==> src/eas_pkg.sv <==
// ----------------------------------------------------------------------------
// Shared constants of the event/action sequencer
// ----------------------------------------------------------------------------
package eas_pkg;
  // Sequence size
  localparam int MAX_PAIRS = 20;
  localparam int STEP_W = 5;
  localparam logic [4:0] STEP_RESET = 5'h00;
  // Boolean sources
  localparam int STATUS_N = 8;
  localparam int CMP_N = 4;
  localparam int RULE_N = 4;
  localparam int VAL_W = 16;
  localparam int SEL_W = 4;
  // Rule inputs: status bits, comparators, last-event flag
  localparam int RULE_SRC_N = STATUS_N + CMP_N + 1;
  // Event inputs: status bits, comparators, rules
  localparam int EVT_SRC_N = STATUS_N + CMP_N + RULE_N;
  // Comparator operators
  localparam logic [1:0] CMP_GT = 2'h0;
  localparam logic [1:0] CMP_LT = 2'h1;
  localparam logic [1:0] CMP_EQ = 2'h2;
  localparam logic [1:0] CMP_NE = 2'h3;
  // Rule operators on inputs a, b, c
  localparam logic [1:0] RULE_AND3 = 2'h0;
  localparam logic [1:0] RULE_OR3 = 2'h1;
  localparam logic [1:0] RULE_AND_OR = 2'h2;
  localparam logic [1:0] RULE_OR_AND = 2'h3;
  // Sequencer states
  typedef enum logic [0:0] {
    EAS_IDLE = 1'b0,
    EAS_RUN = 1'b1
  } eas_state_t;
endpackage

==> src/eas_sequencer.sv <==
`timescale 1ns/10ps
`default_nettype none
// Behaviour
// - Event n true executes paired action n.
// - After an action, advance to next event.
// - Only one event evaluated at a time.
// - False event: no action, no other event.
// - After start, wait on event zero first.
// - One to twenty pairs are programmable.
// - After last pair, wrap to event zero.
// - Comparators test values against preset constants.
// - Rules combine three inputs with AND/OR/NOT.
// - Event source: status, rule or comparator.
module eas_sequencer #(
  parameter int PAIRS = eas_pkg::MAX_PAIRS
) (
  input wire logic ref_clk,
  input wire logic rst,
  input wire logic clk_en,
  input wire logic seq_run,
  input wire logic scan_tick,
  input wire logic [4:0] num_pairs,
  input wire logic [eas_pkg::STATUS_N-1:0] status_in,
  input wire logic [eas_pkg::CMP_N*eas_pkg::VAL_W-1:0] cmp_value,
  input wire logic [eas_pkg::CMP_N*eas_pkg::VAL_W-1:0] cmp_preset,
  input wire logic [eas_pkg::CMP_N*2-1:0] cmp_op,
  input wire logic [eas_pkg::RULE_N*3*eas_pkg::SEL_W-1:0] rule_sel,
  input wire logic [eas_pkg::RULE_N*3-1:0] rule_inv,
  input wire logic [eas_pkg::RULE_N*2-1:0] rule_op,
  input wire logic [PAIRS*eas_pkg::SEL_W-1:0] event_sel,
  output logic [4:0] step_index,
  output logic action_strobe,
  output logic [4:0] action_index,
  output logic [eas_pkg::CMP_N-1:0] cmp_result,
  output logic [eas_pkg::RULE_N-1:0] rule_result
);

  // --------------------------------------------------------------------------
  // Helpers
  // --------------------------------------------------------------------------
  // Pick one bit of a source vector; out-of-range selects read as false
  function automatic logic pick_bit(input logic [15:0] src, input logic [3:0] sel,
                                    input int n);
    logic r;
    r = 1'b0;
    if (int'(sel) < n)
    begin
      r = src[sel];
    end
    return r;
  endfunction

  // --------------------------------------------------------------------------
  // Declarations
  // --------------------------------------------------------------------------
  eas_pkg::eas_state_t state_reg; // Running or idle
  logic [4:0] step_reg; // Current event/action pair
  logic [4:0] last_step; // Index of the last programmed pair, clamped to 0..PAIRS-1
  logic [eas_pkg::CMP_N-1:0] cmp_reg; // Registered comparator outputs
  logic [eas_pkg::RULE_N-1:0] rule_reg; // Registered rule outputs
  logic event_hit_reg; // Last evaluated event was true
  logic act_reg; // Action pulse, one enabled cycle long; held while clk_en is low
  logic [4:0] act_idx_reg; // Index of the executed action
  logic [15:0] rule_src; // Sources visible to rules
  logic [15:0] evt_src; // Sources visible to events
  logic [3:0] cur_sel; // Selector of the current event
  logic event_true; // Current event condition
  logic eval_now; // An evaluation happens this cycle

  // --------------------------------------------------------------------------
  // Source buses
  // --------------------------------------------------------------------------
  // Rules see registered comparators so no combinational loop can form
  assign rule_src = 16'(({event_hit_reg, cmp_reg, status_in}));
  assign evt_src = {rule_reg, cmp_reg, status_in};

  // Zero pairs would stall the sequencer, so it counts as one
  assign last_step = (num_pairs == 5'h00) ? 5'h00 :
                     (int'(num_pairs) > PAIRS) ? 5'(PAIRS - 1) : num_pairs - 5'h01;

  // Only the selector of the current pair is ever looked at
  assign cur_sel = event_sel[step_reg*eas_pkg::SEL_W +: eas_pkg::SEL_W];
  assign event_true = pick_bit(evt_src, cur_sel, eas_pkg::EVT_SRC_N);
  assign eval_now = clk_en && scan_tick && (state_reg == eas_pkg::EAS_RUN) && seq_run;

  // --------------------------------------------------------------------------
  // Comparators
  // --------------------------------------------------------------------------
  genvar gc;
  generate
    for (gc = 0; gc < eas_pkg::CMP_N; gc++)
    begin : g_cmp
      logic [eas_pkg::VAL_W-1:0] val;
      logic [eas_pkg::VAL_W-1:0] pre;
      assign val = cmp_value[gc*eas_pkg::VAL_W +: eas_pkg::VAL_W];
      assign pre = cmp_preset[gc*eas_pkg::VAL_W +: eas_pkg::VAL_W];
      // Registered compare against the fixed preset
      always_ff @(posedge ref_clk or posedge rst)
      begin
        if (rst)
        begin
          cmp_reg[gc] <= 1'b0;
        end
        else if (clk_en)
        begin
          case (cmp_op[gc*2 +: 2])
            eas_pkg::CMP_GT: cmp_reg[gc] <= val > pre;
            eas_pkg::CMP_LT: cmp_reg[gc] <= val < pre;
            eas_pkg::CMP_EQ: cmp_reg[gc] <= val == pre;
            default: cmp_reg[gc] <= val != pre;
          endcase
        end
      end
    end
  endgenerate

  // --------------------------------------------------------------------------
  // Logic rules
  // --------------------------------------------------------------------------
  genvar gr;
  generate
    for (gr = 0; gr < eas_pkg::RULE_N; gr++)
    begin : g_rule
      logic a;
      logic b;
      logic c;
      // Each input may be inverted, which supplies NOT
      assign a = pick_bit(rule_src, rule_sel[(gr*3)*4 +: 4], eas_pkg::RULE_SRC_N)
                 ^ rule_inv[gr*3];
      assign b = pick_bit(rule_src, rule_sel[(gr*3+1)*4 +: 4], eas_pkg::RULE_SRC_N)
                 ^ rule_inv[gr*3+1];
      assign c = pick_bit(rule_src, rule_sel[(gr*3+2)*4 +: 4], eas_pkg::RULE_SRC_N)
                 ^ rule_inv[gr*3+2];
      // Registered rule result
      always_ff @(posedge ref_clk or posedge rst)
      begin
        if (rst)
        begin
          rule_reg[gr] <= 1'b0;
        end
        else if (clk_en)
        begin
          case (rule_op[gr*2 +: 2])
            eas_pkg::RULE_AND3: rule_reg[gr] <= a & b & c;
            eas_pkg::RULE_OR3: rule_reg[gr] <= a | b | c;
            eas_pkg::RULE_AND_OR: rule_reg[gr] <= (a & b) | c;
            default: rule_reg[gr] <= (a | b) & c;
          endcase
        end
      end
    end
  endgenerate

  // --------------------------------------------------------------------------
  // Run state
  // --------------------------------------------------------------------------
  // Idle while stopped; entering run always starts at pair zero
  always_ff @(posedge ref_clk or posedge rst)
  begin
    if (rst)
    begin
      state_reg <= eas_pkg::EAS_IDLE;
    end
    else if (clk_en)
    begin
      case (state_reg)
        eas_pkg::EAS_IDLE: state_reg <= seq_run ? eas_pkg::EAS_RUN : eas_pkg::EAS_IDLE;
        default: state_reg <= seq_run ? eas_pkg::EAS_RUN : eas_pkg::EAS_IDLE;
      endcase
    end
  end

  // --------------------------------------------------------------------------
  // Step pointer
  // --------------------------------------------------------------------------
  // Advances only on a true event; a false event leaves it parked
  always_ff @(posedge ref_clk or posedge rst)
  begin
    if (rst)
    begin
      step_reg <= eas_pkg::STEP_RESET;
    end
    else if (clk_en)
    begin
      if (!seq_run || state_reg == eas_pkg::EAS_IDLE)
      begin
        step_reg <= eas_pkg::STEP_RESET;
      end
      else if (eval_now && event_true)
      begin
        if (step_reg >= last_step)
        begin
          step_reg <= eas_pkg::STEP_RESET;
        end
        else
        begin
          step_reg <= step_reg + 5'h01;
        end
      end
    end
  end

  // --------------------------------------------------------------------------
  // Action output
  // --------------------------------------------------------------------------
  // Action pulse carries the same index as the event that fired
  always_ff @(posedge ref_clk or posedge rst)
  begin
    if (rst)
    begin
      act_reg <= 1'b0;
      act_idx_reg <= 5'h00;
      event_hit_reg <= 1'b0;
    end
    else if (clk_en)
    begin
      act_reg <= eval_now && event_true;
      if (eval_now)
      begin
        event_hit_reg <= event_true;
      end
      if (eval_now && event_true)
      begin
        act_idx_reg <= step_reg;
      end
    end
  end

  assign step_index = step_reg;
  assign action_strobe = act_reg;
  assign action_index = act_idx_reg;
  assign cmp_result = cmp_reg;
  assign rule_result = rule_reg;
endmodule
`default_nettype wire

==> config.mk <==
export PLATFORM = sky130hd
export DESIGN_NAME = eas_sequencer
export DESIGN_NICKNAME = d
export VERILOG_FILES = /design/src/eas_pkg.sv /design/src/eas_sequencer.sv
export SDC_FILE = /design/constraint.sdc
export NUM_CORES = 1
export LEC_CHECK = 0
export BUFFER_PORTS_ARGS = -buffer_cell sky130_fd_sc_hd__buf_2
export CORE_AREA = 2 2 124 126
export CTS_CLUSTER_SIZE = 12
export DETAILED_ROUTE_END_ITERATION = 10
export DIE_AREA = 0 0 126 128
export PLACE_DENSITY = 0.78
export SETUP_SLACK_MARGIN = 0.1
export SLEW_MARGIN = 40
export SYNTH_ARGS = -nofsm -noshare
export SYNTH_HDL_FRONTEND = slang
export SYNTH_SLANG_ARGS = --single-unit
==> constraint.sdc <==
create_clock -name ref_clk -period 6.2 [get_ports ref_clk]
set_input_delay 0.31 -clock ref_clk [delete_from_list [all_inputs] [get_ports ref_clk]]
set_output_delay 0.31 -clock ref_clk [all_outputs]
set_load 0.02 [all_outputs]
# Yosys cells after proc, flatten, opt, wreduce, memory -nomap -nowiden
# Index checks and enable logic that the tools add are counted.
word_totals:
  register_bits: 21
  out_inout_bits: 19
  word_cells: 183
op_classes:
  muxes: 52
  bitwise_logic: 37
  shift: 1
  n_addsub: 2
  n_eq_ne: 24
  order_cmp: 35
  n_reduce_logical: 19
op_table:
  columns: ["cell", "count"]
  rows:
  - ["variable part select 80 x 8 -> 4 bit", 1]
  - ["< comparator 4 x 5 -> 1 bit (second input constant)", 13]
  - ["== test 16 bit", 4]
  - ["> comparator 16 bit", 4]
  - ["< comparator 16 bit", 4]
  - ["inequality test 16 bit", 4]
  - ["binary-select mux 1 bit (select 4 bit)", 13]
  - ["< comparator 4 bit (second input constant)", 12]
  - ["2-to-1 mux 1 bit", 26]
  - ["2-to-1 mux 5 bit", 5]
  - ["one-hot mux 1 bit (3 select lines)", 8]
  - ["== test 2 x 1 -> 1 bit (second input constant)", 8]
  - ["== test 2 bit (second input constant)", 8]
  - ["logical NOT 2 bit", 8]
  - ["AND 1 bit", 12]
  - ["bitwise OR 1 bit", 12]
  - ["XOR 1 bit", 12]
  - ["AND reduction 2 bit", 3]
  - ["adder 5 x 1 -> 5 bit (second input constant)", 1]
  - ["greater-or-equal comparator 5 bit", 1]
  - ["> comparator 5 bit (second input constant)", 1]
  - ["logical NOT 5 bit", 1]
  - ["subtractor 5 x 1 -> 5 bit (second input constant)", 1]
  - ["logical AND 1 bit", 4]
  - ["4 further kinds", 4]

# Depth between registers and ports, before layout
logic_depth:
  word_depth: 7
  ltp_mapped: 15
  depth_no_buf: 15

# Least setup slack after synthesis
# OpenSTA, ideal clock, no wires.
synth_path:
  path_kind: "reg-to-reg"
  startpoint: "reg step_reg[0] (netlist: step_index[0])"
  endpoint: "reg act_idx_reg[1] (netlist: action_index[1])"
  setup_ns: 0.125
  path_slack_ns: 3.163
  arrival_time_ns: 2.912
  n_path_buf: 2
  period_less_slack_ns: 3.037
  path_stages_with_launch: 10
  path_cell_list: "dfrtp_1 -> buf_6 -> mux4_1 -> a22oi_2 -> nand3_2 -> mux2i_1 -> a221o_1 -> o22ai_4 -> buf_8 -> mux2_4"
synth_via:
  elab_chain_len: 5
synth_rtl:
  columns: ["element", "line", "rtl"]
  rows:
  - ["from (decl)", "eas_sequencer.sv:57", "logic [4:0] step_reg;"]
  - ["from (signal assigned)", "eas_sequencer.sv:181", "step_reg <= eas_pkg::STEP_RESET;"]
  - ["from (signal assigned)", "eas_sequencer.sv:187", "step_reg <= eas_pkg::STEP_RESET;"]
  - ["from (signal assigned)", "eas_sequencer.sv:193", "step_reg <= eas_pkg::STEP_RESET;"]
  - ["variable part select 80 x 8 -> 4 bit", "eas_sequencer.sv:82", "assign cur_sel = event_sel[step_reg*eas_pkg::SEL_W +: eas_pkg::SEL_W];"]
  - ["binary-select mux 1 bit (select 4 bit)", "eas_sequencer.sv:48", "r = src[sel];"]
  - ["2-to-1 mux 1 bit (not written as such)", "eas_sequencer.sv:48", null]
  - ["logical AND 1 bit", "eas_sequencer.sv:222", "if (eval_now && event_true)"]
  - ["AND reduction 2 bit (no line)", null, null]
  - ["to (signal assigned)", "eas_sequencer.sv:224", "act_idx_reg <= step_reg;"]
  - ["to (decl)", "eas_sequencer.sv:63", "logic [4:0] act_idx_reg;"]
# No other way between the ends. The select of a mux whose other input is x is not followed.
# A chain may end at the register's enable or synchronous reset.

# Worst setup path after layout
layout_path:
  startpoint: "reg step_reg[0] (netlist: step_index[0])"
  endpoint: "reg act_idx_reg[0] (netlist: action_index[0])"
layout_via:
  elab_chain_len: 5
layout_rtl:
  columns: ["element", "line"]
  rows:
  - ["variable part select 80 x 8 -> 4 bit", "eas_sequencer.sv:82"]
  - ["binary-select mux 1 bit (select 4 bit)", "eas_sequencer.sv:48"]
  - ["2-to-1 mux 1 bit (not written as such)", "eas_sequencer.sv:48"]
  - ["logical AND 1 bit", "eas_sequencer.sv:222"]
  - ["AND reduction 2 bit (no line)", null]
# Parallel ways exist; a longest one is shown, timed or not. The select of a mux whose other input is x is not followed.

==> flow_summary.ini <==
[floorplan]
die_y_um = 128
start_util_pct = 38.5
core_um2 = 14900
die-area_um2 = 16100
num_io_pins = 321
rows = 45
die_w_um = 126

[yosys]
syn_inst = 661
synth_most_common_cell = inv_1
synth.distinct_cells = 67
synth_top_family_by_area = multiplexers
synth.top_cell.area_share_pct = 17.5
synth_mux_area_share_pct = 26.3
synth_seq_cells = 21
synthSimpleGateAreaFrac_pct = 15.7
synthTopCellsByArea = ha_1 17%, mux4_2 11%, dfrtp_1 9.2%
yosysSeqAreaShare_pct = 9.17
postSynthAreaPerCell_um2 = 8.67
yosysTopAreaCell = ha_1
yosys_warnings = 0
synth_edf_count = 0
synth.top_cells.by_count = 89 x inv_1, 80 x ha_1, 53 x o21ai_0
synth_fp_nets = 1043
syn_area_um2 = 5730
synth_compound_area_share_pct = 19.2
synth_xor_area_share_pct = 2.45
synthFlopType = dfrtp_1
synth-adder-area-share_pct = 18.2
ys_async_sr_fraction_pct = 100

[timing]
fin_skew_ns = 0.00142
setup_violations = 0
fin_crit_ns = 3.44
drv_slew = 0
tns_ns = 0
max_slew_margin_pct = 49.3
fmaxAchievable_mhz = 291
whs_ns = 0.0924
period_share_pct = 55.5
setup_ws_ns = 2.76
rsz0062_at_grt = no
finalHoldViolCount = 0
worst_pin_slew_ns = 0.761

[clock_tree]
cts.path.max_buffers = 2
clockRootBuffer = clkbuf_16
cts_resized = 0
h-tree-depth = 1
postCtsSetupBuffers = 0
cts_tree = done
clk_pin_slew_worst_paths_ns = 0.06
cts_sinks = 21
cts_made_buffers = 3
holdBufCountCts = 0
clkLatencyLatePin_ns = 0.26

[layout]
layout.nets = 1345
post-route-util_pct = 50.4
fillers = 1433
syn2layout_area_growth_pct = 30.6
drive_above_1_share_pct = 39.9

[routing]
totalWireLength_um = 18800
num_vias = 6296
remaining_drc_errors = 0
drt-pass1-iter-count = 5
drtIter0Drc = 303
avgRoutedWirePerCell_um = 16.3
ant_nets = 0
viasPerCell = 5.47

[power]
vdd_drop_max_mv = 0.148
power_density_nw_per_um2 = 130
p_leak_nw = 3.93

[setup_path]
critPathRequiredTime_ns = 6.34
critPathSlowestCell = mux4_1
crit_fanout = 30
critical_path_class = reg2reg
critPathMaxStageDelay_ns = 0.65
cp-end-kind = flop
crit_family = multiplexers
worst-path-buf-inv = 1
path_cells = buf_4 -> mux4_1 -> a22oi_2 -> nand3_2 -> mux2i_1 -> a221o_1 -> o22ai_4 -> mux2_2
arrival_ns = 3.58
cp-start-kind = flop

[global_route]
grt_antenna_before_repair = 3
grt_max_degree = 31
grt_pass1_vias = 6270
globalRouteTotalUtil_pct = 22.4
globalRouteOverflowTotal = 0
grt_pass1_wl_um = 29700

[run_status]
status = complete, no violations

[place]
dp_slack_ns = 2.77
dp_hpwl_um = 15600
place_congestion = 0.858
portBuffers = 320

[job]
maxCapViolations = 0

[hold_path]
hold_path.class = in2async
metal layers:
layer  vias to the layer above  global-route usage, %  wire, µm
li1                       3094                      -         -
met1                      2900                   25.8      7410
met2                       264                   41.5      9440
met3                        38                   4.92      1410
met4                         0                   6.40       509
met5                         -                      0         0
power by group:
part / total (mW) / internal (mW) / switching [mW]
registers: 0.225 / 0.161 / 0.0639
clock network: 0.144 / 0.0879 / 0.0565
logic: 0.606 / 0.305 / 0.300
total: 0.975 / 0.554 / 0.421
kinds of logic (layout without fill, tap and decap cells):
group	Yosys count	in the layout
compound gates	162	162
mux	94	94
other cells	0	2
flops	21	21
fa+ha+maj	84	84
xor+xnor	16	16
buf+inv	114	415
simple gates	170	170
worst reg2reg max path, stage by stage, from the launching register on:
cell and delay, ns:
dfrtp_1 0.34, buf_4 0.39, mux4_1 0.65, a22oi_2 0.36
nand3_2 0.21, mux2i_1 0.16, a221o_1 0.38, o22ai_4 0.44
mux2_2 0.39
layout make-up:
type / instances / area, µm² / area share, %
Antenna cell: 2 / 5.00 / 0.0669
Clock buffer: 4 / 78.8 / 1.05
Inverter: 89 / 334 / 4.46
Multi-Input combinational cell: 526 / 4690 / 62.6
Sequential cell: 21 / 526 / 7.02
Tap cell: 188 / 235 / 3.14
Timing Repair Buffer: 322 / 1620 / 21.6
cells in the final DEF, fill, tap and decap left out, types with 14 or more instances in the layout:
cell type	count
mux4_2	29
inv_1	88
nor2b_1	20
a21oi_1	19
ha_1	80
o21ai_0	53
nand2_1	48
o21a_1	14
dfrtp_1	21
mux2i_1	42
nor2_1	27
buf_2	320
worst paths after layout:
check                               from              end  slack, ns  cells past startpoint
setup / recovery           step_index[0]  action_index[0]       2.76                      8
hold / removal                       rst    cmp_result[1]       0.09                      2
setup reg to reg           step_index[0]  action_index[0]       2.76                      8
hold reg to reg            action_strobe    action_strobe       0.51                      1
max in group asynchronous            rst   rule_result[3]       5.76                      2
min in group ref_clk             seq_run        state_reg       0.35                      2
through the flow:
stage | std cells | power (mW) | instance area [µm²]
floorplan | 661 | 0.603 | 5730
global placement | 1145 | 0.817 | 7390
detailed placement | 1146 | 0.830 | 7400
CTS | 1150 | 0.983 | 7480
global route | 1151 | 1.06 | 7480
finish | 1152 | 0.975 | 7480
(Power assumes the default switching activity.)
